--- src/supervisor_defines.svh ---
// offsets, field positions, reset values and timing of the power supervisor
// assumes byte addresses on a 12-bit register port, 100 MHz sys_clk
`ifndef SUPERVISOR_DEFINES_SVH
`define SUPERVISOR_DEFINES_SVH

// ****************************************
// register offsets
// ****************************************
`define ADDR_WAKE_CAUSE 12'h000
`define ADDR_HS_CTRL    12'h05C
`define ADDR_FAIL_STS   12'h070
`define ADDR_GP_CNF     12'h07C
`define ADDR_CTRL       12'h080
`define ADDR_RST_CAUSE  12'h084
`define REG_RESET       32'h00000000

// ****************************************
// field positions
// ****************************************
`define FAIL_SHORT      0
`define FAIL_TMOUT      1
`define FAIL_CORE_OVL   2
`define FAIL_PAD_OVL    3
`define FAIL_CLK        4
`define FAIL_OT         5
`define FAIL_WDT_SEQ    6
`define FAIL_LP_CLK     7
`define HS1_CYC_BIT     2
`define HS2_CYC_BIT     10
`define GP_SEL_BIT      0
`define CTRL_SLEEP_BIT  0
`define CTRL_STOP_BIT   1
`define RST_SYS_FAIL    0
`define RST_HARD        1
`define RST_WAKE        2
`define WAKE_LIN        0
`define WAKE_MON        1
`define WAKE_EXT_OT     17
`define WAKE_EXT_UV     18

// ****************************************
// timing
// ****************************************
`define CLK_NS          10
`define OVL_FILTER_NS   290000
`define STARTUP_NS      100000
`define CPU_RST_NS      1000
`define FAIL_LIMIT      5

`endif

--- src/supervisor_pkg.sv ---
// types shared by the power supervisor modules
// assumes nothing beyond a SystemVerilog compiler
package supervisor_pkg;

  // one-hot power modes
  typedef enum logic [3:0] {
    MODE_STARTUP = 4'h1,
    MODE_ACTIVE  = 4'h2,
    MODE_SLEEP   = 4'h4,
    MODE_STOP    = 4'h8
  } mode_t;

endpackage : supervisor_pkg

--- src/fail_count_if.sv ---
// carrier between the supervisor and its failure counters
// assumes both ends share sys_clk
`timescale 1ns/1ps
`default_nettype none
interface fail_count_if #(parameter int unsigned CW = 3);
  logic          inc;
  logic          clr;
  logic          last;
  logic [CW-1:0] count;
  modport owner   (output inc, output clr, input count, input last);
  modport counter (input inc, input clr, output count, output last);
endinterface : fail_count_if
`default_nettype wire

--- src/fail_counter.sv ---
// saturating failure counter with clear, used for supply and watchdog faults
// assumes inc and clr come from logic on sys_clk
`timescale 1ns/1ps
`default_nettype none
`include "supervisor_defines.svh"
module fail_counter #(
  parameter int unsigned LIMIT = `FAIL_LIMIT,
  parameter int unsigned CW    = 3
) (
  input wire logic     sys_clk,
  input wire logic     rst_b,
  fail_count_if.counter cnt
);
  typedef struct packed {
    logic [CW-1:0] count;
  } cnt_st_t;

  cnt_st_t st_r;
  cnt_st_t st_nxt;

  if (LIMIT < 1 || LIMIT >= 2 ** CW) begin : g_bad_limit
    $error("fail limit does not fit the counter");
  end

  // clear beats increment so a count cleared on a mode change always starts from zero
  always_comb begin
    st_nxt = st_r;
    if (cnt.clr) begin
      st_nxt.count = '0;
    end else if (cnt.inc && st_r.count != CW'(LIMIT)) begin
      st_nxt.count = st_r.count + 1'b1;
    end
  end

  always_ff @(posedge sys_clk or negedge rst_b) begin
    if (!rst_b) begin
      st_r <= '0;
    end else begin
      st_r <= st_nxt;
    end
  end

  assign cnt.count = st_r.count;
  assign cnt.last  = (st_r.count == CW'(LIMIT - 1));
endmodule : fail_counter
`default_nettype wire

--- src/power_supervisor.sv ---
// fail-safe power supervisor: mode sequencing, fault counting, fail status
// assumes regulator, watchdog and wake inputs are asynchronous pins
`timescale 1ns/1ps
`default_nettype none
`include "supervisor_defines.svh"
// How it works
// - regulator malfunction restarts regulators, counts once
// - fifth supply fault sends system to Sleep
// - supply-count Sleep leaves timeout flag set
// - startup short: hold reset, count, retry
// - watchdog fault resets CPU, stays Active
// - fifth watchdog fault enters Sleep, LIN/monitor wake
// - Sleep or Stop command clears watchdog count
// - regulator overcurrent: Sleep and overload flag
// - overload must persist 290 us first
// - external regulator error wakes from Stop
// - reset pin wakes Stop, pin follows CPU reset
// - pin wake logs hard and wake reset
// - regulator fail in Stop: Active, then restart
// - fail bit 6 on watchdog sequence fail
// - fail bit 5 on system overtemperature
// - fail bit 4 on system clock failure
// - fail bits 3/2 on pad/core overload
// - fail bits 1/0 supply timeout and short
// - clearing system-fail bit clears fail register
// - high-side cyclic enables at bits 10, 2
// - purpose select bit 0; write clears data
module power_supervisor #(
  parameter int unsigned NMON           = 4,
  parameter int unsigned TW             = 16,
  parameter int unsigned OVL_FILTER_CYC = (`OVL_FILTER_NS + `CLK_NS - 1) / `CLK_NS,
  parameter int unsigned STARTUP_CYC    = (`STARTUP_NS + `CLK_NS - 1) / `CLK_NS
) (
  input  wire logic            sys_clk,
  input  wire logic            rst_b,
  input  wire logic [11:0]     addr,
  input  wire logic [31:0]     wdata,
  input  wire logic            wr_en,
  input  wire logic            rd_en,
  output logic      [31:0]     rdata,
  input  wire logic            supply_malfunction,
  input  wire logic            supply_short_det,
  input  wire logic            supply_stable,
  input  wire logic            pad_overload_det,
  input  wire logic            core_overload_det,
  input  wire logic            watchdog_fail,
  input  wire logic            sys_overtemp_det,
  input  wire logic            sys_clock_fail,
  input  wire logic            low_power_clock_fail,
  input  wire logic            ext_overtemp_det,
  input  wire logic            ext_undervolt_det,
  input  wire logic            lin_wake,
  input  wire logic [NMON-1:0] hv_sense_input,
  input  wire logic            reset_pin_in,
  output logic                 reset_pin_out,
  output logic                 reset_pin_oe_b,
  output logic                 cpu_rst_b,
  output logic                 regulator_restart,
  output logic      [3:0]      power_mode,
  output logic                 high_side_one_cyclic_enable,
  output logic                 high_side_two_cyclic_enable,
  output logic                 gp_purpose_sel,
  output logic                 gp_data_clear
);
  localparam int unsigned CPU_RST_CYC = (`CPU_RST_NS + `CLK_NS - 1) / `CLK_NS;
  localparam int unsigned IN_W = 13 + NMON;
  localparam int I_MAL = 0, I_SHORT = 1, I_STABLE = 2, I_PAD = 3, I_CORE = 4;
  localparam int I_WDT = 5, I_OT = 6, I_CLK = 7, I_LP = 8, I_EOT = 9;
  localparam int I_EUV = 10, I_LIN = 11, I_RSTN = 12, I_MON = 13;
  localparam supervisor_pkg::mode_t M_SU  = supervisor_pkg::MODE_STARTUP;
  localparam supervisor_pkg::mode_t M_ACT = supervisor_pkg::MODE_ACTIVE;
  localparam supervisor_pkg::mode_t M_SLP = supervisor_pkg::MODE_SLEEP;
  localparam supervisor_pkg::mode_t M_STP = supervisor_pkg::MODE_STOP;

  if (STARTUP_CYC < 1 || STARTUP_CYC >= 2 ** TW ||
      OVL_FILTER_CYC < 2 || OVL_FILTER_CYC >= 2 ** TW || NMON < 1) begin : g_bad
    $error("timing counts do not fit the timer width");
  end

  // ****************************************
  // state
  // ****************************************
  typedef struct packed {
    logic [IN_W-1:0]       s1;
    logic [IN_W-1:0]       s2;
    logic [IN_W-1:0]       s3;
    logic [IN_W-1:0]       filt;
    logic [IN_W-1:0]       prev;
    supervisor_pkg::mode_t mode;
    logic [TW-1:0]         timer;
    logic [TW-1:0]         ovl_cnt;
    logic                  rst_drv;
    logic                  cpu_rst_b;
    logic                  pin_oe_b;
    logic [6:0]            fail;
    logic [2:0]            rst_cause;
    logic [3:0]            wake;
    logic                  hs1;
    logic                  hs2;
    logic                  gp_sel;
    logic                  gp_clr;
    logic                  restart;
    logic [31:0]           rdata;
  } st_t;

  st_t st_r;
  st_t st_nxt;

  fail_count_if #(.CW(3)) sup_if ();
  fail_count_if #(.CW(3)) wdt_if ();

  fail_counter #(.LIMIT(`FAIL_LIMIT), .CW(3)) u_supply_cnt (
    .sys_clk (sys_clk),
    .rst_b   (rst_b),
    .cnt     (sup_if.counter)
  );

  fail_counter #(.LIMIT(`FAIL_LIMIT), .CW(3)) u_wdt_cnt (
    .sys_clk (sys_clk),
    .rst_b   (rst_b),
    .cnt     (wdt_if.counter)
  );

  function automatic logic hit(input logic [11:0] a, input logic [11:0] o);
    return a == o;
  endfunction : hit

  logic [IN_W-1:0] pins;
  logic [IN_W-1:0] lvl;
  logic [IN_W-1:0] rise;
  logic [IN_W-1:0] fall;
  logic [IN_W-1:0] agree;
  logic            sup_inc;
  logic            sup_clr;
  logic            wdt_inc;
  logic            wdt_clr;
  logic            ovl_trip;
  logic            to_sleep;
  logic            cmd_sleep;
  logic            cmd_stop;
  logic            wclr;
  logic [2:0]      rclr;
  logic [6:0]      fset;
  logic [2:0]      rset;
  logic [3:0]      wset;
  logic [31:0]     rv;

  assign pins = {hv_sense_input, reset_pin_in, lin_wake, ext_undervolt_det,
                 ext_overtemp_det, low_power_clock_fail, sys_clock_fail,
                 sys_overtemp_det, watchdog_fail, core_overload_det,
                 pad_overload_det, supply_stable, supply_short_det,
                 supply_malfunction};
  assign lvl  = st_r.filt;
  assign rise = st_r.filt & ~st_r.prev;
  assign fall = ~st_r.filt & st_r.prev;

  assign sup_if.inc = sup_inc;
  assign sup_if.clr = sup_clr;
  assign wdt_if.inc = wdt_inc;
  assign wdt_if.clr = wdt_clr;

  // ****************************************
  // next state
  // ****************************************
  always_comb begin
    st_nxt    = st_r;
    sup_inc   = 1'b0;
    sup_clr   = 1'b0;
    wdt_inc   = 1'b0;
    wdt_clr   = 1'b0;
    ovl_trip  = 1'b0;
    to_sleep  = 1'b0;
    cmd_sleep = 1'b0;
    cmd_stop  = 1'b0;
    fset      = '0;
    rset      = '0;
    wset      = '0;
    rv        = `REG_RESET;
    // three-stage sync; a level counts once stages two and three agree
    agree        = ~(st_r.s2 ^ st_r.s3);
    st_nxt.s1    = pins;
    st_nxt.s2    = st_r.s1;
    st_nxt.s3    = st_r.s2;
    st_nxt.filt  = (st_r.filt & ~agree) | (st_r.s3 & agree);
    st_nxt.prev  = st_r.filt;
    st_nxt.gp_clr  = 1'b0;
    st_nxt.restart = 1'b0;
    st_nxt.rdata   = `REG_RESET;
    if (st_r.timer != '0) begin
      st_nxt.timer = st_r.timer - 1'b1;
    end

    if (wr_en && hit(addr, `ADDR_HS_CTRL)) begin
      st_nxt.hs1 = wdata[`HS1_CYC_BIT];
      st_nxt.hs2 = wdata[`HS2_CYC_BIT];
    end
    if (wr_en && hit(addr, `ADDR_GP_CNF)) begin
      st_nxt.gp_sel = wdata[`GP_SEL_BIT];
      st_nxt.gp_clr = 1'b1;
    end
    if (wr_en && hit(addr, `ADDR_CTRL)) begin
      cmd_sleep = wdata[`CTRL_SLEEP_BIT];
      cmd_stop  = wdata[`CTRL_STOP_BIT];
    end
    rclr = (wr_en && hit(addr, `ADDR_RST_CAUSE)) ? wdata[2:0] : 3'h0;
    wclr = rd_en && hit(addr, `ADDR_WAKE_CAUSE);

    // overload must hold for the whole filter before it counts
    if (st_r.mode == M_ACT && (lvl[I_PAD] || lvl[I_CORE])) begin
      if (st_r.ovl_cnt == TW'(OVL_FILTER_CYC - 1)) begin
        ovl_trip = 1'b1;
      end else begin
        st_nxt.ovl_cnt = st_r.ovl_cnt + 1'b1;
      end
    end else begin
      st_nxt.ovl_cnt = '0;
    end

    case (st_r.mode)
      M_SU: begin
        st_nxt.rst_drv = 1'b1;
        if (rise[I_SHORT] || st_r.timer == '0) begin
          if (!rise[I_SHORT] && lvl[I_STABLE] && !lvl[I_SHORT]) begin
            st_nxt.mode    = M_ACT;
            st_nxt.rst_drv = 1'b0;
          end else begin
            sup_inc              = 1'b1;
            st_nxt.restart       = 1'b1;
            st_nxt.timer         = TW'(STARTUP_CYC);
            fset[`FAIL_SHORT]    = lvl[I_SHORT];
            fset[`FAIL_TMOUT]    = !lvl[I_SHORT] || sup_if.last;
            to_sleep             = sup_if.last;
          end
        end
      end
      M_ACT: begin
        if (st_r.rst_drv && st_r.timer == '0) begin
          st_nxt.rst_drv = 1'b0;
        end
        if (lvl[I_MAL]) begin
          sup_inc        = 1'b1;
          st_nxt.restart = 1'b1;
          if (sup_if.last) begin
            to_sleep          = 1'b1;
            fset[`FAIL_TMOUT] = 1'b1;
          end else begin
            st_nxt.mode    = M_SU;
            st_nxt.rst_drv = 1'b1;
            st_nxt.timer   = TW'(STARTUP_CYC);
          end
        end else if (ovl_trip) begin
          to_sleep             = 1'b1;
          fset[`FAIL_PAD_OVL]  = lvl[I_PAD];
          fset[`FAIL_CORE_OVL] = lvl[I_CORE];
        end else if (rise[I_WDT]) begin
          wdt_inc = 1'b1;
          if (wdt_if.last) begin
            to_sleep             = 1'b1;
            fset[`FAIL_WDT_SEQ]  = 1'b1;
          end else begin
            st_nxt.rst_drv = 1'b1;
            st_nxt.timer   = TW'(CPU_RST_CYC);
          end
        end else if (cmd_sleep) begin
          to_sleep = 1'b1;
        end else if (cmd_stop) begin
          st_nxt.mode    = M_STP;
          st_nxt.rst_drv = 1'b0;
        end
      end
      M_SLP: begin
        st_nxt.rst_drv = 1'b1;
        // only LIN and monitor edges can end Sleep
        if (rise[I_LIN] || (st_r.filt[IN_W-1:I_MON] != st_r.prev[IN_W-1:I_MON])) begin
          st_nxt.mode      = M_SU;
          st_nxt.timer     = TW'(STARTUP_CYC);
          sup_clr          = 1'b1;
          wset[`WAKE_LIN]  = rise[I_LIN];
          wset[`WAKE_MON]  = !rise[I_LIN];
        end
      end
      M_STP: begin
        if (fall[I_RSTN]) begin
          st_nxt.mode      = M_ACT;
          st_nxt.rst_drv   = 1'b1;
          st_nxt.timer     = TW'(CPU_RST_CYC);
          rset[`RST_HARD]  = 1'b1;
          rset[`RST_WAKE]  = 1'b1;
        end else if (rise[I_EOT] || rise[I_EUV]) begin
          st_nxt.mode = M_ACT;
          wset[2]     = rise[I_EOT];
          wset[3]     = rise[I_EUV];
        end else if (lvl[I_MAL]) begin
          // restart and count follow from the Active branch next cycle
          st_nxt.mode = M_ACT;
        end else if (rise[I_LIN] || (st_r.filt[IN_W-1:I_MON] != st_r.prev[IN_W-1:I_MON])) begin
          st_nxt.mode     = M_ACT;
          wset[`WAKE_LIN] = rise[I_LIN];
          wset[`WAKE_MON] = !rise[I_LIN];
        end
      end
      default: begin
        st_nxt.mode    = M_SU;
        st_nxt.rst_drv = 1'b1;
      end
    endcase

    if (to_sleep) begin
      st_nxt.mode    = M_SLP;
      st_nxt.rst_drv = 1'b1;
    end
    // each Active period counts watchdog faults afresh
    if (st_r.mode == M_ACT && st_nxt.mode != M_ACT) begin
      wdt_clr = 1'b1;
    end

    fset[`FAIL_OT]  = lvl[I_OT];
    fset[`FAIL_CLK] = lvl[I_CLK];
    rset[`RST_SYS_FAIL] = |fset;
    // sets win over clears
    st_nxt.fail = (rclr[`RST_SYS_FAIL] ? 7'h00 : st_r.fail) | fset;
    st_nxt.rst_cause = (st_r.rst_cause & ~rclr) | rset;
    st_nxt.wake      = (wclr ? 4'h0 : st_r.wake) | wset;
    st_nxt.cpu_rst_b = ~st_nxt.rst_drv;
    st_nxt.pin_oe_b  = ~st_nxt.rst_drv;

    // unmapped and reserved bits read as zero
    if (hit(addr, `ADDR_WAKE_CAUSE)) begin
      rv[`WAKE_LIN]    = st_r.wake[0];
      rv[`WAKE_MON]    = st_r.wake[1];
      rv[`WAKE_EXT_OT] = st_r.wake[2];
      rv[`WAKE_EXT_UV] = st_r.wake[3];
    end else if (hit(addr, `ADDR_HS_CTRL)) begin
      rv[`HS1_CYC_BIT] = st_r.hs1;
      rv[`HS2_CYC_BIT] = st_r.hs2;
    end else if (hit(addr, `ADDR_FAIL_STS)) begin
      rv[6:0]          = st_r.fail;
      rv[`FAIL_LP_CLK] = lvl[I_LP];
    end else if (hit(addr, `ADDR_GP_CNF)) begin
      rv[`GP_SEL_BIT]  = st_r.gp_sel;
    end else if (hit(addr, `ADDR_CTRL)) begin
      rv[7:4]          = st_r.mode;
    end else if (hit(addr, `ADDR_RST_CAUSE)) begin
      rv[2:0]          = st_r.rst_cause;
    end
    if (rd_en) begin
      st_nxt.rdata = rv;
    end
  end

  always_ff @(posedge sys_clk or negedge rst_b) begin
    if (!rst_b) begin
      st_r           <= '0;
      st_r.mode      <= M_SU;
      st_r.timer     <= TW'(STARTUP_CYC);
      st_r.rst_drv   <= 1'b1;
    end else begin
      st_r <= st_nxt;
    end
  end

  // ****************************************
  // outputs
  // ****************************************
  assign rdata                       = st_r.rdata;
  assign reset_pin_out               = 1'b0;
  assign reset_pin_oe_b              = st_r.pin_oe_b;
  assign cpu_rst_b                   = st_r.cpu_rst_b;
  assign regulator_restart           = st_r.restart;
  assign power_mode                  = st_r.mode;
  assign high_side_one_cyclic_enable = st_r.hs1;
  assign high_side_two_cyclic_enable = st_r.hs2;
  assign gp_purpose_sel              = st_r.gp_sel;
  assign gp_data_clear               = st_r.gp_clr;

  // ****************************************
  // checks
  // ****************************************
  property p_mal_restart;
    @(posedge sys_clk) disable iff (!rst_b)
      (st_r.mode == M_ACT && lvl[I_MAL] && !sup_if.last)
        |=> (regulator_restart && power_mode == M_SU && !cpu_rst_b);
  endproperty
  a_mal_restart: assert property (p_mal_restart) else $error("no restart on fault");

  property p_supply_sleep;
    @(posedge sys_clk) disable iff (!rst_b)
      (sup_inc && sup_if.last) |=> (power_mode == M_SLP && st_r.fail[`FAIL_TMOUT]);
  endproperty
  a_supply_sleep: assert property (p_supply_sleep) else $error("no sleep at limit");

  property p_wdt_reset;
    @(posedge sys_clk) disable iff (!rst_b)
      (wdt_inc && !wdt_if.last) |=> (power_mode == M_ACT && !cpu_rst_b) [*2];
  endproperty
  a_wdt_reset: assert property (p_wdt_reset) else $error("watchdog reset wrong");

  property p_wdt_sleep;
    @(posedge sys_clk) disable iff (!rst_b)
      (wdt_inc && wdt_if.last) |=> (power_mode == M_SLP && st_r.fail[`FAIL_WDT_SEQ]);
  endproperty
  a_wdt_sleep: assert property (p_wdt_sleep) else $error("no sleep on wdt");

  property p_cmd_clear;
    @(posedge sys_clk) disable iff (!rst_b)
      (st_r.mode == M_ACT && (power_mode != st_nxt.mode)) |=> (wdt_if.count == 3'h0);
  endproperty
  a_cmd_clear: assert property (p_cmd_clear) else $error("wdt count kept");

  property p_ovl_filter;
    @(posedge sys_clk) disable iff (!rst_b)
      $rose(ovl_trip) |-> $past(st_r.ovl_cnt, 2) == TW'(OVL_FILTER_CYC - 3);
  endproperty
  a_ovl_filter: assert property (p_ovl_filter) else $error("overload filter short");

  property p_pin_follows;
    @(posedge sys_clk) disable iff (!rst_b)
      (reset_pin_oe_b == cpu_rst_b) && !reset_pin_out;
  endproperty
  a_pin_follows: assert property (p_pin_follows) else $error("pin not tied to reset");

  property p_pin_wake;
    @(posedge sys_clk) disable iff (!rst_b)
      (st_r.mode == M_STP && fall[I_RSTN])
        |=> (power_mode == M_ACT && st_r.rst_cause[`RST_HARD] && st_r.rst_cause[`RST_WAKE]);
  endproperty
  a_pin_wake: assert property (p_pin_wake) else $error("pin wake not logged");

  property p_fail_clear;
    @(posedge sys_clk) disable iff (!rst_b)
      (rclr[`RST_SYS_FAIL] && fset == 7'h00) |=> (st_r.fail == 7'h00);
  endproperty
  a_fail_clear: assert property (p_fail_clear) else $error("fail reg not cleared");

  property p_gp_clear;
    @(posedge sys_clk) disable iff (!rst_b)
      (wr_en && hit(addr, `ADDR_GP_CNF)) ##1 !(wr_en && hit(addr, `ADDR_GP_CNF))
        |-> (gp_data_clear ##1 !gp_data_clear);
  endproperty
  a_gp_clear: assert property (p_gp_clear) else $error("no data clear pulse");
endmodule : power_supervisor
`default_nettype wire

--- config.mk ---
export PLATFORM = sky130hd
export DESIGN_NAME = power_supervisor
export DESIGN_NICKNAME = d
export VERILOG_FILES = /design/src/supervisor_pkg.sv /design/src/fail_count_if.sv /design/src/fail_counter.sv /design/src/power_supervisor.sv
export VERILOG_INCLUDE_DIRS = /design/src
export SDC_FILE = /design/constraint.sdc
export NUM_CORES = 1
export LEC_CHECK = 0
export ABC_AREA = 1
export BUFFER_PORTS_ARGS = -buffer_cell sky130_fd_sc_hd__buf_4
export CAP_MARGIN = 25
export CORE_ASPECT_RATIO = 0.7
export CORE_MARGIN = 3
export CORE_UTILIZATION = 38
export DETAILED_ROUTE_END_ITERATION = 7
export PLACE_DENSITY = 0.69
export SETUP_SLACK_MARGIN = 0.15
export SYNTH_ARGS = -nofsm -noshare
export SYNTH_HDL_FRONTEND = slang
export SYNTH_HIERARCHICAL = 1
export SYNTH_SLANG_ARGS = --single-unit
export TNS_END_PERCENT = 10
--- constraint.sdc ---
create_clock -name sys_clk -period 3.8 [get_ports sys_clk]
set_input_delay 0.19 -clock sys_clk [delete_from_list [all_inputs] [get_ports sys_clk]]
set_output_delay 0.19 -clock sys_clk [all_outputs]
set_load 0.05 [all_outputs]
Word-level counts from Yosys, hierarchy flattened
Index checks and enable logic that the tools add are counted.
- register bits after elaboration: 180
- input port bits: 65
- logic and storage cells: 190
- add/sub/neg operators: 4
- equal/unequal tests: 17
- muxes and demuxes: 106
- bitwise operators: 16
- reduce and logical (&&, ||, !) cells: 26
- operator list (operator ; number):
    $mux W16 ; 7
    $mux W20 ; 5
    $pmux W16 S4 ; 1
    $mux W4 ; 14
    $mux W1 ; 45
    $eq A12 B7 Y1 const B ; 3
    $and A17 B17 Y17 ; 2
    $not A17 Y17 ; 2
    $mux W2 ; 16
    $eq A12 B8 Y1 const B ; 2
    $mux W3 ; 8
    $mux W19 ; 1
    $or A17 B17 Y17 ; 1
    $xor A17 B17 Y17 ; 1
    $add A16 B1 Y16 const B ; 1
    $eq A16 B15 Y1 const B ; 1
    $logic_not A16 Y1 ; 1
    $pmux W4 S4 ; 1
    $reduce_bool A16 Y1 ; 1
    $sub A16 B1 Y16 const B ; 1
    $and A13 B13 Y13 ; 1
    $not A13 Y13 ; 1
    $and A12 B12 Y12 ; 1
    $logic_and A1 B1 Y1 ; 12
    28 further kinds ; 40

Logic depth before layout (Yosys ltp)
Gate-level depths: netlist of run 1.
- word-level depth: 14
- depth in mapped cells: 16
- mapped depth without buffers: 16

By module
Netlist of run 1, hierarchy kept.
- modules (own cells, without submodules) (module ; instances ; cells each ; area an instance (µm²)):
    power_supervisor ; 1 ; 680 ; 6520.0
    fail_counter ; 2 ; 27 ; 201.4

Worst setup path before layout of run 1
Ideal clock, no wire load.
- path kind: flip-flop to flip-flop
- start point: register st_r[70] (netlist bit)
- end point: register u_wdt_cnt.st_r (netlist bit u_wdt_cnt/cnt.count[0])
- arrival: 1683 ps
- slack: 2000 ps
- stages on the path, launching flop included: 14
- path buffers: 0
- clock period less this slack: 1800 ps
- path through: dfrtp_1 -> inv_1 -> ha_1 -> inv_1 -> nor3_4 -> nand2_4 -> o21ai_4 -> nand4_1 -> nand2_2 -> nor2_2 -> nor2_2 -> inv_2 -> nand4_1 -> nand2_1
- RTL lines (element ; line ; text):
    from (decl) ; power_supervisor.sv:106 ; st_t st_r;
    from (signal assigned) ; power_supervisor.sv:358 ; st_r <= st_nxt;
    to (signal assigned) ; fail_counter.sv:39 ; st_r <= st_nxt;
    to (decl) ; fail_counter.sv:18 ; cnt_st_t st_r;

==> results of run 1 <==
synth_stat cells, types with 9 or more instances:
cell,count
nand2_1,127
inv_2,11
nand4_1,19
nor2_2,18
buf_4,38
dfrtp_1,145
o21ai_0,17
maj3_1,17
inv_1,90
ha_1,9
xor2_1,13
nor3_1,14
nor2_1,82
a21oi_1,16
nand3_1,48
metal layers:
| layer | up-vias | GRT usage | share of wire |
|---|---|---|---|
| met5 | - | 0 | 0 |
| met4 | 0 | 0.0383 | 0.0091 |
| met3 | 9 | 0.0388 | 0.054 |
| met2 | 130 | 0.203 | 0.42 |
| met1 | 2368 | 0.232 | 0.52 |
| li1 | 2462 | - | - |
kinds of logic after synthesis:
family,synth area share
simple gates,0.245
flops,0.551
buf+inv,0.0965
compound gates,0.0452
fa+ha+maj,0.0408
xor+xnor,0.0177
mux,0.00325
other cells,0.000542
power by group through the flow:
| stage | Clock (uW) | Combinational, uW | Sequential (uW) |
|---|---|---|---|
| final | 1620 | 742 | 1870 |
| after floorplan | 0 | 552 | 1890 |
| after global routing | 1740 | 832 | 1890 |
| after global placement | 0 | 708 | 1900 |
| after CTS | 1660 | 745 | 1870 |
| after detailed placement | 0 | 723 | 1900 |
how the worst min path moves through the flow:
stage,cells after the start,slack [ns],end
global route,3,0.05,high_side_one_cyclic_enable$_DFFE_PN0P_
global placement,1,0.30,st_nxt[152]$_DFF_PN0_
detailed placement,1,0.30,st_nxt[142]$_DFF_PN0_
finish,3,0.06,high_side_one_cyclic_enable$_DFFE_PN0P_
floorplan,0,-0.11,asynchronous set/reset pin
CTS,3,0.04,rdata[5]$_DFF_PN0_
area by class of cell:
type                       count  area (um2)  area share
clock buffer                  18         429      0.0522
inverter                     102         383      0.0466
timing repair buffer          79         644      0.0784
clock inverter                14         143      0.0173
sequential                   152        3810       0.464
tap                          231         289      0.0352
multi-input combinational    463        2520       0.307
critical path, delay by kind of cell (launching register included):
| family | cells | cell delay [ns] |
|---|---|---|
| fa+ha+maj | 1 | 0.22 |
| buf+inv | 2 | 0.16 |
| flops | 1 | 0.40 |
| simple gates | 11 | 1.24 |
per-stage QoR:
stage	util	hold slack, ns	cell area [um2]
floorplan	-	-0.106	7000
global placement	0.426	0.300	7460
detailed placement	0.426	0.300	7460
CTS	0.469	0.0375	8220
global route	0.469	0.0504	8220
finish	0.469	0.0588	8220
==> metrics.log, run 1 <==
[metrics] post-detailed-route via-to-cell ratio: ~4.7
[metrics] input/output buffers: 58
[metrics] Post-Place Setup Slack: 1.73 ns
[metrics] Comb pwr share: 0.175
[metrics] buffers from clock root to sink, at most: 2
[metrics] share of synthesized area occupied by flip-flops and latches: 0.551
[metrics] cells on worst reg2reg path: 14
[metrics] I/O Pins: 109
[metrics] Total Power: between 4000 and 5000 uW
[metrics] die extent in x: 167 um
[metrics] final worst-path setup slack: 1.70 ns
[metrics] Critical Path Sink Type: flip-flop
[metrics] CP peak stage delay: approximately 0.4 ns
[metrics] clock root buffer: clkbuf_16
[metrics] skew final: around 0.0050 ns
[metrics] most frequent cells in the layout: 145 x dfrtp_1, 127 x nand2_1, 90 x inv_1
[metrics] count of endpoints failing setup in the final report: 0
[metrics] critical register-to-register path startpoint: st_r[54]$_DFFE_PN0N_
[metrics] Die H: about 120 um
[metrics] DR pass1 iterations: 5
[metrics] Int Power: slightly below 3000 uW
[metrics] synthesized area per cell: approximately 9.4 um2
[metrics] clock latency on the worst-skew pair: around 0.42 ns
[metrics] RSZ-0062 raised after global routing: false
[metrics] initial standard-cell utilization of the core: 0.395
[metrics] list of cells traversed by the critical path: ha_1 > nand2_1 > inv_2 > nand2_1 > nor2_1 > nand3_4 > nand4_2 > nand3_1 > nand2_2 > nor2_2 > nor2_2 > inv_2 > nand4_1 > nand2_1
[metrics] remaining global-route overflow: 0
[metrics] proportion of power drawn by the clock network: 0.383
[metrics] power density cells: about 500 nW/um2
[metrics] critical path startpoint: st_r[54]$_DFFE_PN0N_
[metrics] post-synthesis cell type with the largest combined area: dfrtp_1
[metrics] post-route setup TNS: 0 ns
[metrics] vias after detailed routing: 4969
[metrics] worst-path maximum fanout: 6
[metrics] post-synth cell types: 44
[metrics] number of clock sinks seen by CTS: 152
[metrics] TritonCTS clock tree: built
[metrics] mapped cell area: 6920 um2
[metrics] area of the die: 19900 um2
[metrics] WL/cell: 13.5 um
[metrics] post-CTS repair timing setup buffer count: 0
[metrics] ratio of cells with drive above 1 in the final layout: 0.193
[metrics] first-pass GRT wire length: 23700 um
[metrics] post-CTS resize count: 0
[metrics] Post-Syn Instances: 734
[metrics] total detailed-routing wirelength: 14300 um
[metrics] Slowest cell on crit path: dfrtp_1
[metrics] Switching Share: 0.308
[metrics] register share of total power: 0.442
[metrics] pin count of the biggest net entering global routing: 95
[metrics] number of synthesized flops with an enable pin: 0
[metrics] number of rows in the core area: 40
[metrics] Syn. warnings: 6
[metrics] end of the worst register-to-register path: u_wdt_cnt/cnt.count[1]$_DFFE_PN0P_
[metrics] max-cap viol count: 0
[metrics] DP Cell Count: 1008
[metrics] number of antenna-violating nets in the routed design: 0
[metrics] top flip-flop cell by instance count after synthesis: dfrtp_1
[metrics] number of global-route vias before repair: ~4600
[metrics] Iter 0 DRT Violations: ~460
[metrics] most prevalent standard cell on the critical path: nand2_1
[metrics] Fin. Hold Viols: 0
[metrics] Max Clk Rate: 0.477 GHz
[metrics] floorplan core area: 17500 um2
[metrics] count of inserted antenna diode cells: 0
[metrics] Filler Cells Inserted: 1639
[metrics] half-perimeter wire length after placement: 10300 um
[metrics] GP Congestion: 0.918
[metrics] filler-free cell count of the finished design: between 1000 and 1500
[metrics] NetSw: 1310 uW
[metrics] overall routing resource usage: 0.149
[metrics] hold buffers post-CTS: 19
[metrics] Critical Setup Path Class: reg -> reg
[metrics] CP endpoint: u_wdt_cnt/cnt.count[1]$_DFFE_PN0P_
[metrics] signal arrival time at the worst endpoint: 2.41 ns
[metrics] most common cell after layout, fill and taps aside: dfrtp_1
[metrics] Area Growth Syn to Fin: 18.8%
[metrics] number of nets in the finished design: 889
[metrics] count of pins over their slew limit: 0
[metrics] critical path required time: 4.11 ns
[metrics] number of antenna violations at the first check in global routing: 0
[metrics] cell types occupying the most area after synthesis: dfrtp_1 52%, nand2_1 6.9%, inv_1 4.9%, nor2_1 4.4%, buf_4 4.1%
[metrics] reg-to-reg setup timing slack: 1.70 ns
[metrics] CTS H-Tree Depth: 4
[metrics] min cycle time layout: 2.10 ns
[metrics] Worst-path clk slew: 0.06 ns
[metrics] proportion of synthesized flip-flops having asynchronous set or reset: 1.00
[metrics] number of storage elements in the synthesis netlist: between 150 and 200
[metrics] run status: complete, no violations
[metrics] number of buffers inserted during clock tree synthesis: 17
[metrics] share of the synthesized area in the top cell type: 0.524
[metrics] class of the tightest hold or removal check: in -> reg
[metrics] fin crit share: 0.552
[metrics] # DRC: 0
[metrics] leakage power summed over all cells: 0.00391 uW
[metrics] worst max-slew margin expressed relative to the limit: 0.440
[metrics] Max VDD drop: 0.000249 V
[metrics] crit start category: flip-flop
[metrics] measured slew at the worst slew-check pin: 0.840 ns
[metrics] worst min-delay path startpoint: wdata[2]
Power figures use the tool's default switching activity.
==> run 2, diff against run 1 <==
--- a/config.mk
+++ b/config.mk
@@ -6,14 +6,14 @@
 export SDC_FILE = /design/constraint.sdc
 export NUM_CORES = 1
 export LEC_CHECK = 0
-export ABC_AREA = 1
+export ABC_AREA = 0
 export BUFFER_PORTS_ARGS = -buffer_cell sky130_fd_sc_hd__buf_4
 export CAP_MARGIN = 25
 export CORE_ASPECT_RATIO = 0.7
 export CORE_MARGIN = 3
 export CORE_UTILIZATION = 38
 export DETAILED_ROUTE_END_ITERATION = 7
-export PLACE_DENSITY = 0.69
+export PLACE_DENSITY = 0.72
 export SETUP_SLACK_MARGIN = 0.15
 export SYNTH_ARGS = -nofsm -noshare
 export SYNTH_HDL_FRONTEND = slang
==> constraint.sdc (replaced) <==
create_clock -name sys_clk -period 1.75 [get_ports sys_clk]
set_input_delay 0.0875 -clock sys_clk [delete_from_list [all_inputs] [get_ports sys_clk]]
set_output_delay 0.0875 -clock sys_clk [all_outputs]
set_load 0.05 [all_outputs]
==> metrics.log, run 2 <==
[metrics] cells on worst reg2reg path: 8
[metrics] die extent in x: 161 um
[metrics] critical path required time: ~2 ns
[metrics] cell types occupying the most area after synthesis: dfrtp_1 57%, buf_4 4.5%, dfstp_2 2.9%, maj3_1 2.7%, nor2_1 2.4%
[metrics] TritonCTS clock tree: built
[metrics] post-route cell area: 8970 um2
[metrics] pin count of the biggest net entering global routing: 44
[metrics] reg-to-reg setup timing slack: -0.36 ns
[metrics] vias after detailed routing: ~4800
[metrics] skew final: 0.0107 ns
[metrics] overall routing resource usage: 0.172
[metrics] signal arrival time at the worst endpoint: 2.41 ns
[metrics] Die H: 114 um
[metrics] critical register-to-register path startpoint: st_r[70]$_DFF_PN0_
[metrics] count of pins over their slew limit: 0
[metrics] worst-path maximum fanout: 5
[metrics] footprint of the flip-flops and latches: 3810 um2
[metrics] WL/cell: 15.9 um
[metrics] count of endpoints failing setup in the final report: 34
[metrics] synthesized area per cell: 12.1 um2
[metrics] total detailed-routing wirelength: between 15000 and 20000 um
[metrics] Syn. warnings: 6
[metrics] CP peak stage delay: 0.41 ns
[metrics] share of the synthesized area in the top cell type: 0.569
[metrics] clock root buffer: clkbuf_16
[metrics] DR pass1 iterations: 5
[metrics] top flip-flop cell by instance count after synthesis: dfrtp_1
[metrics] number of buffers inserted during clock tree synthesis: 17
[metrics] final worst-path setup slack: -0.359 ns
[metrics] leakage power summed over all cells: 0.00410 uW
[metrics] worst hold path stage count: 2
[metrics] worst hold endpoint: rdata[17]$_DFF_PN0_
[metrics] filler-free cell count of the finished design: 959
[metrics] max-cap viol count: 0
[metrics] GP Congestion: 0.873
[metrics] post-synthesis cell type with the largest combined area: dfrtp_1
[metrics] Iter 0 DRT Violations: 272
[metrics] cell area after placement: 7810 um2
[metrics] power density cells: 1100 nW/um2
[metrics] number of storage elements in the synthesis netlist: 152
[metrics] proportion of synthesized flip-flops having asynchronous set or reset: 1.00
[metrics] remaining global-route overflow: 0
[metrics] RSZ-0062 raised after global routing: true
[metrics] floorplan core area: 16000 um2
[metrics] number of antenna violations at the first check in global routing: 0
[metrics] ratio of cells with drive above 1 in the final layout: 0.392
[metrics] area used by multi-input combinational logic: between 2000 and 3000 um2
[metrics] area of the die: 18400 um2
[metrics] Critical Setup Path Class: reg -> reg
[metrics] buffers from clock root to sink, at most: 2
[metrics] most instantiated library cell after synthesis: dfrtp_1
[metrics] min cycle time layout: 2.11 ns
[metrics] Filler Cells Inserted: about 1300
[metrics] Total Power: 9890 uW
[metrics] post-layout utilization of the core: 0.561
[metrics] Slowest cell on crit path: dfrtp_1
[metrics] Worst-path clk slew: 0.07 ns
[metrics] post-detailed-route via-to-cell ratio: 4.98
[metrics] class of the tightest hold or removal check: in -> reg
[metrics] CTS H-Tree Depth: 4
[metrics] number of synthesized flops with an enable pin: 0
[metrics] first-pass GRT wire length: between 20000 and 30000 um
[metrics] crit start category: flip-flop
[metrics] Max VDD drop: 0.000577 V
[metrics] Critical Path Sink Type: flip-flop
[metrics] number of clock sinks seen by CTS: 152
[metrics] share of synthesized area occupied by flip-flops and latches: 0.598
[metrics] DP Cell Count: 897
[metrics] clock latency on the worst-skew pair: 0.42 ns
[metrics] Fin. Hold Viols: 0
[metrics] mapped cell area: 6380 um2
[metrics] Area Growth Syn to Fin: 40.6%
[metrics] list of cells traversed by the critical path: inv_2 > ha_4 > nor4b_4 > and4_4 > o21a_2 > nand2b_1 > a21boi_2 > mux2_4
[metrics] worst min-delay path startpoint: rd_en
[metrics] half-perimeter wire length after placement: 10400 um
[metrics] end of the worst register-to-register path: u_supply_cnt/cnt.count[0]$_DFFE_PN0P_
[metrics] # DRC: 0
[metrics] fin crit share: 1.21
[metrics] number of antenna-violating nets in the routed design: 0
[metrics] post-synth cell types: 71
[metrics] most common cell after layout, fill and taps aside: buf_4
[metrics] run status: finished, violations left
[metrics] I/O Pins: about 110
[metrics] failing checks: negative setup slack
[metrics] Post-synth top cells: 145 x dfrtp_1, 41 x nor2_1, 38 x buf_4
[metrics] input/output buffers: 58
[metrics] number of global-route vias before repair: between 4000 and 5000
[metrics] Max Clk Rate: 0.474 GHz
[metrics] Post-Syn Instances: 525
[metrics] number of nets in the finished design: 800
[metrics] count of inserted antenna diode cells: 0
[metrics] initial standard-cell utilization of the core: 0.399
[metrics] most frequent cells in the layout: 166 x buf_4, 143 x dfrtp_1, 37 x nor2_1
[metrics] number of rows in the core area: 38
==> run 2: layer usage <==
metal | GRT usage | share of wire | vias up
met5 | 0 | 0 | -
met2 | 0.273 | 0.47 | 144
li1 | - | - | 2192
met3 | 0.0488 | 0.055 | 17
met4 | 0.0527 | 0.014 | 0
met1 | 0.231 | 0.46 | 2422
==> run 2: cells by family after synthesis <==
logic type               Yosys count  share of synthesized area
AO/OA/AOI/OAI                     75                     0.0836
XOR/XNOR                          23                     0.0316
adder cells (fa/ha/maj)           26                     0.0443
buffers and inverters             52                     0.0538
flip-flops                       152                      0.598
multiplexers                       9                     0.0165
other                              1                   0.000588
AND/OR/NAND/NOR                  187                      0.172
==> run 2: power by group <==
group          internal, uW  switching (uW)
Clock                  2090            1660
Combinational           998            1060
Sequential             3850             229
Total                  6940            2950
==> run 2: metrics by stage <==
stage	setup TNS, ns	hold WS, ns	setup slack [ns]
after global placement	-4.64	0.0306	-0.298
after CTS	-5.34	0.000114	-0.351
after global routing	-9.30	0.00473	-0.477
after detailed placement	-7.61	0.0321	-0.459
after floorplan	-1.99	-0.208	-0.273
final	-6.69	0.0146	-0.359
==> run 2: worst max-delay path by stage <==
stage                                  from                                     to  depth (start not counted)
floorplan           power_mode[2]$_DFF_PN0_     u_wdt_cnt/cnt.count[0]$_DFFE_PN0P_                          8
global placement    power_mode[1]$_DFF_PN0_     u_wdt_cnt/cnt.count[1]$_DFFE_PN0P_                          8
detailed placement       st_r[70]$_DFF_PN0_     u_wdt_cnt/cnt.count[1]$_DFFE_PN0P_                         10
CTS                 power_mode[2]$_DFF_PN0_     u_wdt_cnt/cnt.count[1]$_DFFE_PN0P_                          9
global route             st_r[71]$_DFF_PN0_     u_wdt_cnt/cnt.count[1]$_DFFE_PN0P_                         10
finish                   st_r[70]$_DFF_PN0_  u_supply_cnt/cnt.count[0]$_DFFE_PN0P_                          8
==> run 2: final cells by class <==
cell class / count / share of cell area
well taps: 220 / 0.0307
inverters: 9 / 0.00377
multi-input cells: 342 / 0.286
flip-flops and latches: 152 / 0.425
clock inverters: 14 / 0.0201
clock buffers: 18 / 0.0490
repair buffers: 204 / 0.185
==> run 2: timing repair <==
| action | 4_1_cts | 5_1_grt |
|---|---|---|
| hold endpoints to repair | 168 | 0 |
| hold buffers | 23 | 0 |
| setup buffers | 5 | 2 |
| endpoints found under the setup margin | 48 | 57 |
| pin swaps | 13 | 12 |
| gates resized for setup | 29 | 28 |
==> run 2: critical path, delay by kind of cell (launching register included) <==
| kind | cells | cell delay, ns |
|---|---|---|
| muxes | 1 | 0.31 |
| AOI/OAI and AO/OA | 2 | 0.41 |
| DFF | 1 | 0.41 |
| and+or+nand+nor | 3 | 0.65 |
| adders and majority gates | 1 | 0.13 |
| buffers and inverters | 1 | 0.09 |
==> run 3, diff against run 2 <==
--- a/config.mk
+++ b/config.mk
@@ -9,11 +9,14 @@
 export ABC_AREA = 0
 export BUFFER_PORTS_ARGS = -buffer_cell sky130_fd_sc_hd__buf_4
 export CAP_MARGIN = 25
+export CELL_PAD_IN_SITES_DETAIL_PLACEMENT = 0
+export CELL_PAD_IN_SITES_GLOBAL_PLACEMENT = 2
 export CORE_ASPECT_RATIO = 0.7
 export CORE_MARGIN = 3
-export CORE_UTILIZATION = 38
+export CORE_UTILIZATION = 34
 export DETAILED_ROUTE_END_ITERATION = 7
-export PLACE_DENSITY = 0.72
+export PLACE_DENSITY = 0.88
+export RECOVER_POWER = 25
 export SETUP_SLACK_MARGIN = 0.15
 export SYNTH_ARGS = -nofsm -noshare
 export SYNTH_HDL_FRONTEND = slang
==> metrics.log, run 3 (synthesis results as in run 2) <==
[metrics] run status: finished, violations left
[metrics] failing checks: negative setup slack
[metrics] reg-to-reg setup timing slack: -0.29 ns
[metrics] count of inserted antenna diode cells: 0
[metrics] Post-Place Setup Slack: -0.407 ns
[metrics] fin crit share: 1.17
[metrics] clock root buffer: clkbuf_16
[metrics] filler-free cell count of the finished design: 979
[metrics] Filler Cells Inserted: approximately 1600
[metrics] Iter 0 DRT Violations: 328
[metrics] input/output buffers: 58
[metrics] # DRC: 0
[metrics] clock latency on the worst-skew pair: 0.42 ns
[metrics] floorplan core area: 18200 um2
[metrics] skew final: 0.00742 ns
[metrics] WL/cell: 15.0 um
[metrics] class of the tightest hold or removal check: in -> reg
[metrics] CTS H-Tree Depth: 4
[metrics] crit start category: flip-flop
[metrics] Fin. Hold Viols: 0
[metrics] measured slew at the worst slew-check pin: 0.913 ns
[metrics] post-detailed-route via-to-cell ratio: 4.68
[metrics] number of rows in the core area: between 40 and 50
[metrics] signal arrival time at the worst endpoint: 2.40 ns
[metrics] power density cells: 1100 nW/um2
[metrics] Critical Setup Path Class: reg -> reg
[metrics] number of clock sinks seen by CTS: 152
[metrics] leakage power summed over all cells: 0.00411 uW
[metrics] Die H: 121 um
[metrics] DP Cell Count: roughly 900
[metrics] most common cell after layout, fill and taps aside: buf_4
[metrics] final worst-path setup slack: -0.292 ns
[metrics] DR pass1 iterations: 5
[metrics] Area Growth Syn to Fin: 41.6%
[metrics] worst max-slew margin expressed relative to the limit: 0.391
[metrics] count of pins over their slew limit: 0
[metrics] total detailed-routing wirelength: 14700 um
[metrics] GP Congestion: around 0.9
[metrics] most frequent cells in the layout: 159 x buf_4, 142 x dfrtp_1, 37 x nor2_1
[metrics] Critical Path Sink Type: flip-flop
[metrics] number of nets in the finished design: approximately 800
[metrics] Max Clk Rate: 0.490 GHz
[metrics] initial standard-cell utilization of the core: 0.350
[metrics] RSZ-0062 raised after global routing: true
[metrics] number of global-route vias before repair: 4680
[metrics] count of endpoints failing setup in the final report: 31
[metrics] first-pass GRT wire length: 24400 um
[metrics] min cycle time layout: about 2.0 ns
[metrics] Max VDD drop: 0.000601 V
[metrics] buffers from clock root to sink, at most: 2
[metrics] area of the die: 20500 um2
[metrics] number of antenna violations at the first check in global routing: 0
[metrics] ratio of cells with drive above 1 in the final layout: 0.401
[metrics] TritonCTS clock tree: built
[metrics] post-route setup TNS: -4.87 ns
[metrics] critical path required time: 2.11 ns
[metrics] worst-path maximum fanout: 5
[metrics] overall routing resource usage: 0.152
[metrics] number of antenna-violating nets in the routed design: 0
[metrics] half-perimeter wire length after placement: 10600 um
[metrics] I/O Pins: around 110
[metrics] remaining global-route overflow: 0
[metrics] max-cap viol count: 0
[metrics] pin count of the biggest net entering global routing: between 60 and 70
[metrics] number of buffers inserted during clock tree synthesis: 17
[metrics] die extent in x: 170 um
[metrics] Worst-path clk slew: around 0.060 ns
[metrics] vias after detailed routing: 4585
==> run 3: worst paths after layout <==
path / startpoint / depth (start not counted) / endpoint
min in group asynchronous: rst_b / 2 / regulator_restart$_DFF_PN0_
setup / recovery: power_mode[2]$_DFF_PN0_ / 8 / u_wdt_cnt/cnt.count[0]$_DFFE_PN0P_
setup reg to reg: power_mode[2]$_DFF_PN0_ / 8 / u_wdt_cnt/cnt.count[0]$_DFFE_PN0P_
hold / removal: wr_en / 2 / gp_data_clear$_DFF_PN0_
max in group asynchronous: rst_b / 3 / asynchronous set/reset pin
hold reg to reg: st_nxt[142]$_DFF_PN0_ / 0 / st_nxt[125]$_DFF_PN0_
==> run 3: cell type report <==
cell class	instances	area, um2	share of cell area
Clock buffer	20	467	0.0517
Clock inverter	12	140	0.0155
Inverter	9	33.8	0.00374
Multi-Input combinational cell	342	2610	0.289
Sequential cell	152	3820	0.423
Tap cell	236	295	0.0327
Timing Repair Buffer	208	1660	0.184
==> run 3: repair_timing <==
item | CTS | global route
endpoints found under the setup margin | 49 | 49
pin swaps | 27 | 15
resized for setup | 52 | 10
hold endpoints to repair | 174 | 0
buffers inserted | 8 | 1
hold buffers | 23 | 0
==> run 3: per-stage QoR <==
| step | utilization | hold WS, ns | instance area, um2 | power [uW] |
|---|---|---|---|---|
| final | 0.496 | 0.0260 | 9030 | 9900 |
| after global routing | 0.496 | 0.000406 | 9030 | 10400 |
| after global placement | 0.431 | -0.00164 | 7850 | 5860 |
| after detailed placement | 0.431 | -0.000245 | 7850 | 5950 |
| after CTS | 0.493 | 0.00107 | 8970 | 9970 |
| after floorplan | - | -0.208 | 6520 | 5140 |
==> run 3: routing by layer <==
metal / track usage / wire, um / vias up
li1: - / - / 2204
met1: 0.230 / 7650 / 2264
met2: 0.215 / 6240 / 105
met3: 0.0386 / 635 / 12
met4: 0.0434 / 183 / 0
met5: 0 / 0 / -
==> run 3: worst max-delay path: stages, from the launching register on <==
cell and delay [ns]:
dfrtp_2 0.45, nor4b_4 0.35, o21ai_4 0.15, o2111ai_4 0.23, nand2_2 0.10, a221oi_4 0.32
nor2_4 0.07, nor2b_1 0.14, mux2_4 0.16
==> run 3: where the power goes <==
| part | internal [uW] | total [uW] | switching, uW |
|---|---|---|---|
| clock network | 2230 | 3700 | 1460 |
| logic | 1070 | 2140 | 1060 |
| registers | 3850 | 4070 | 219 |
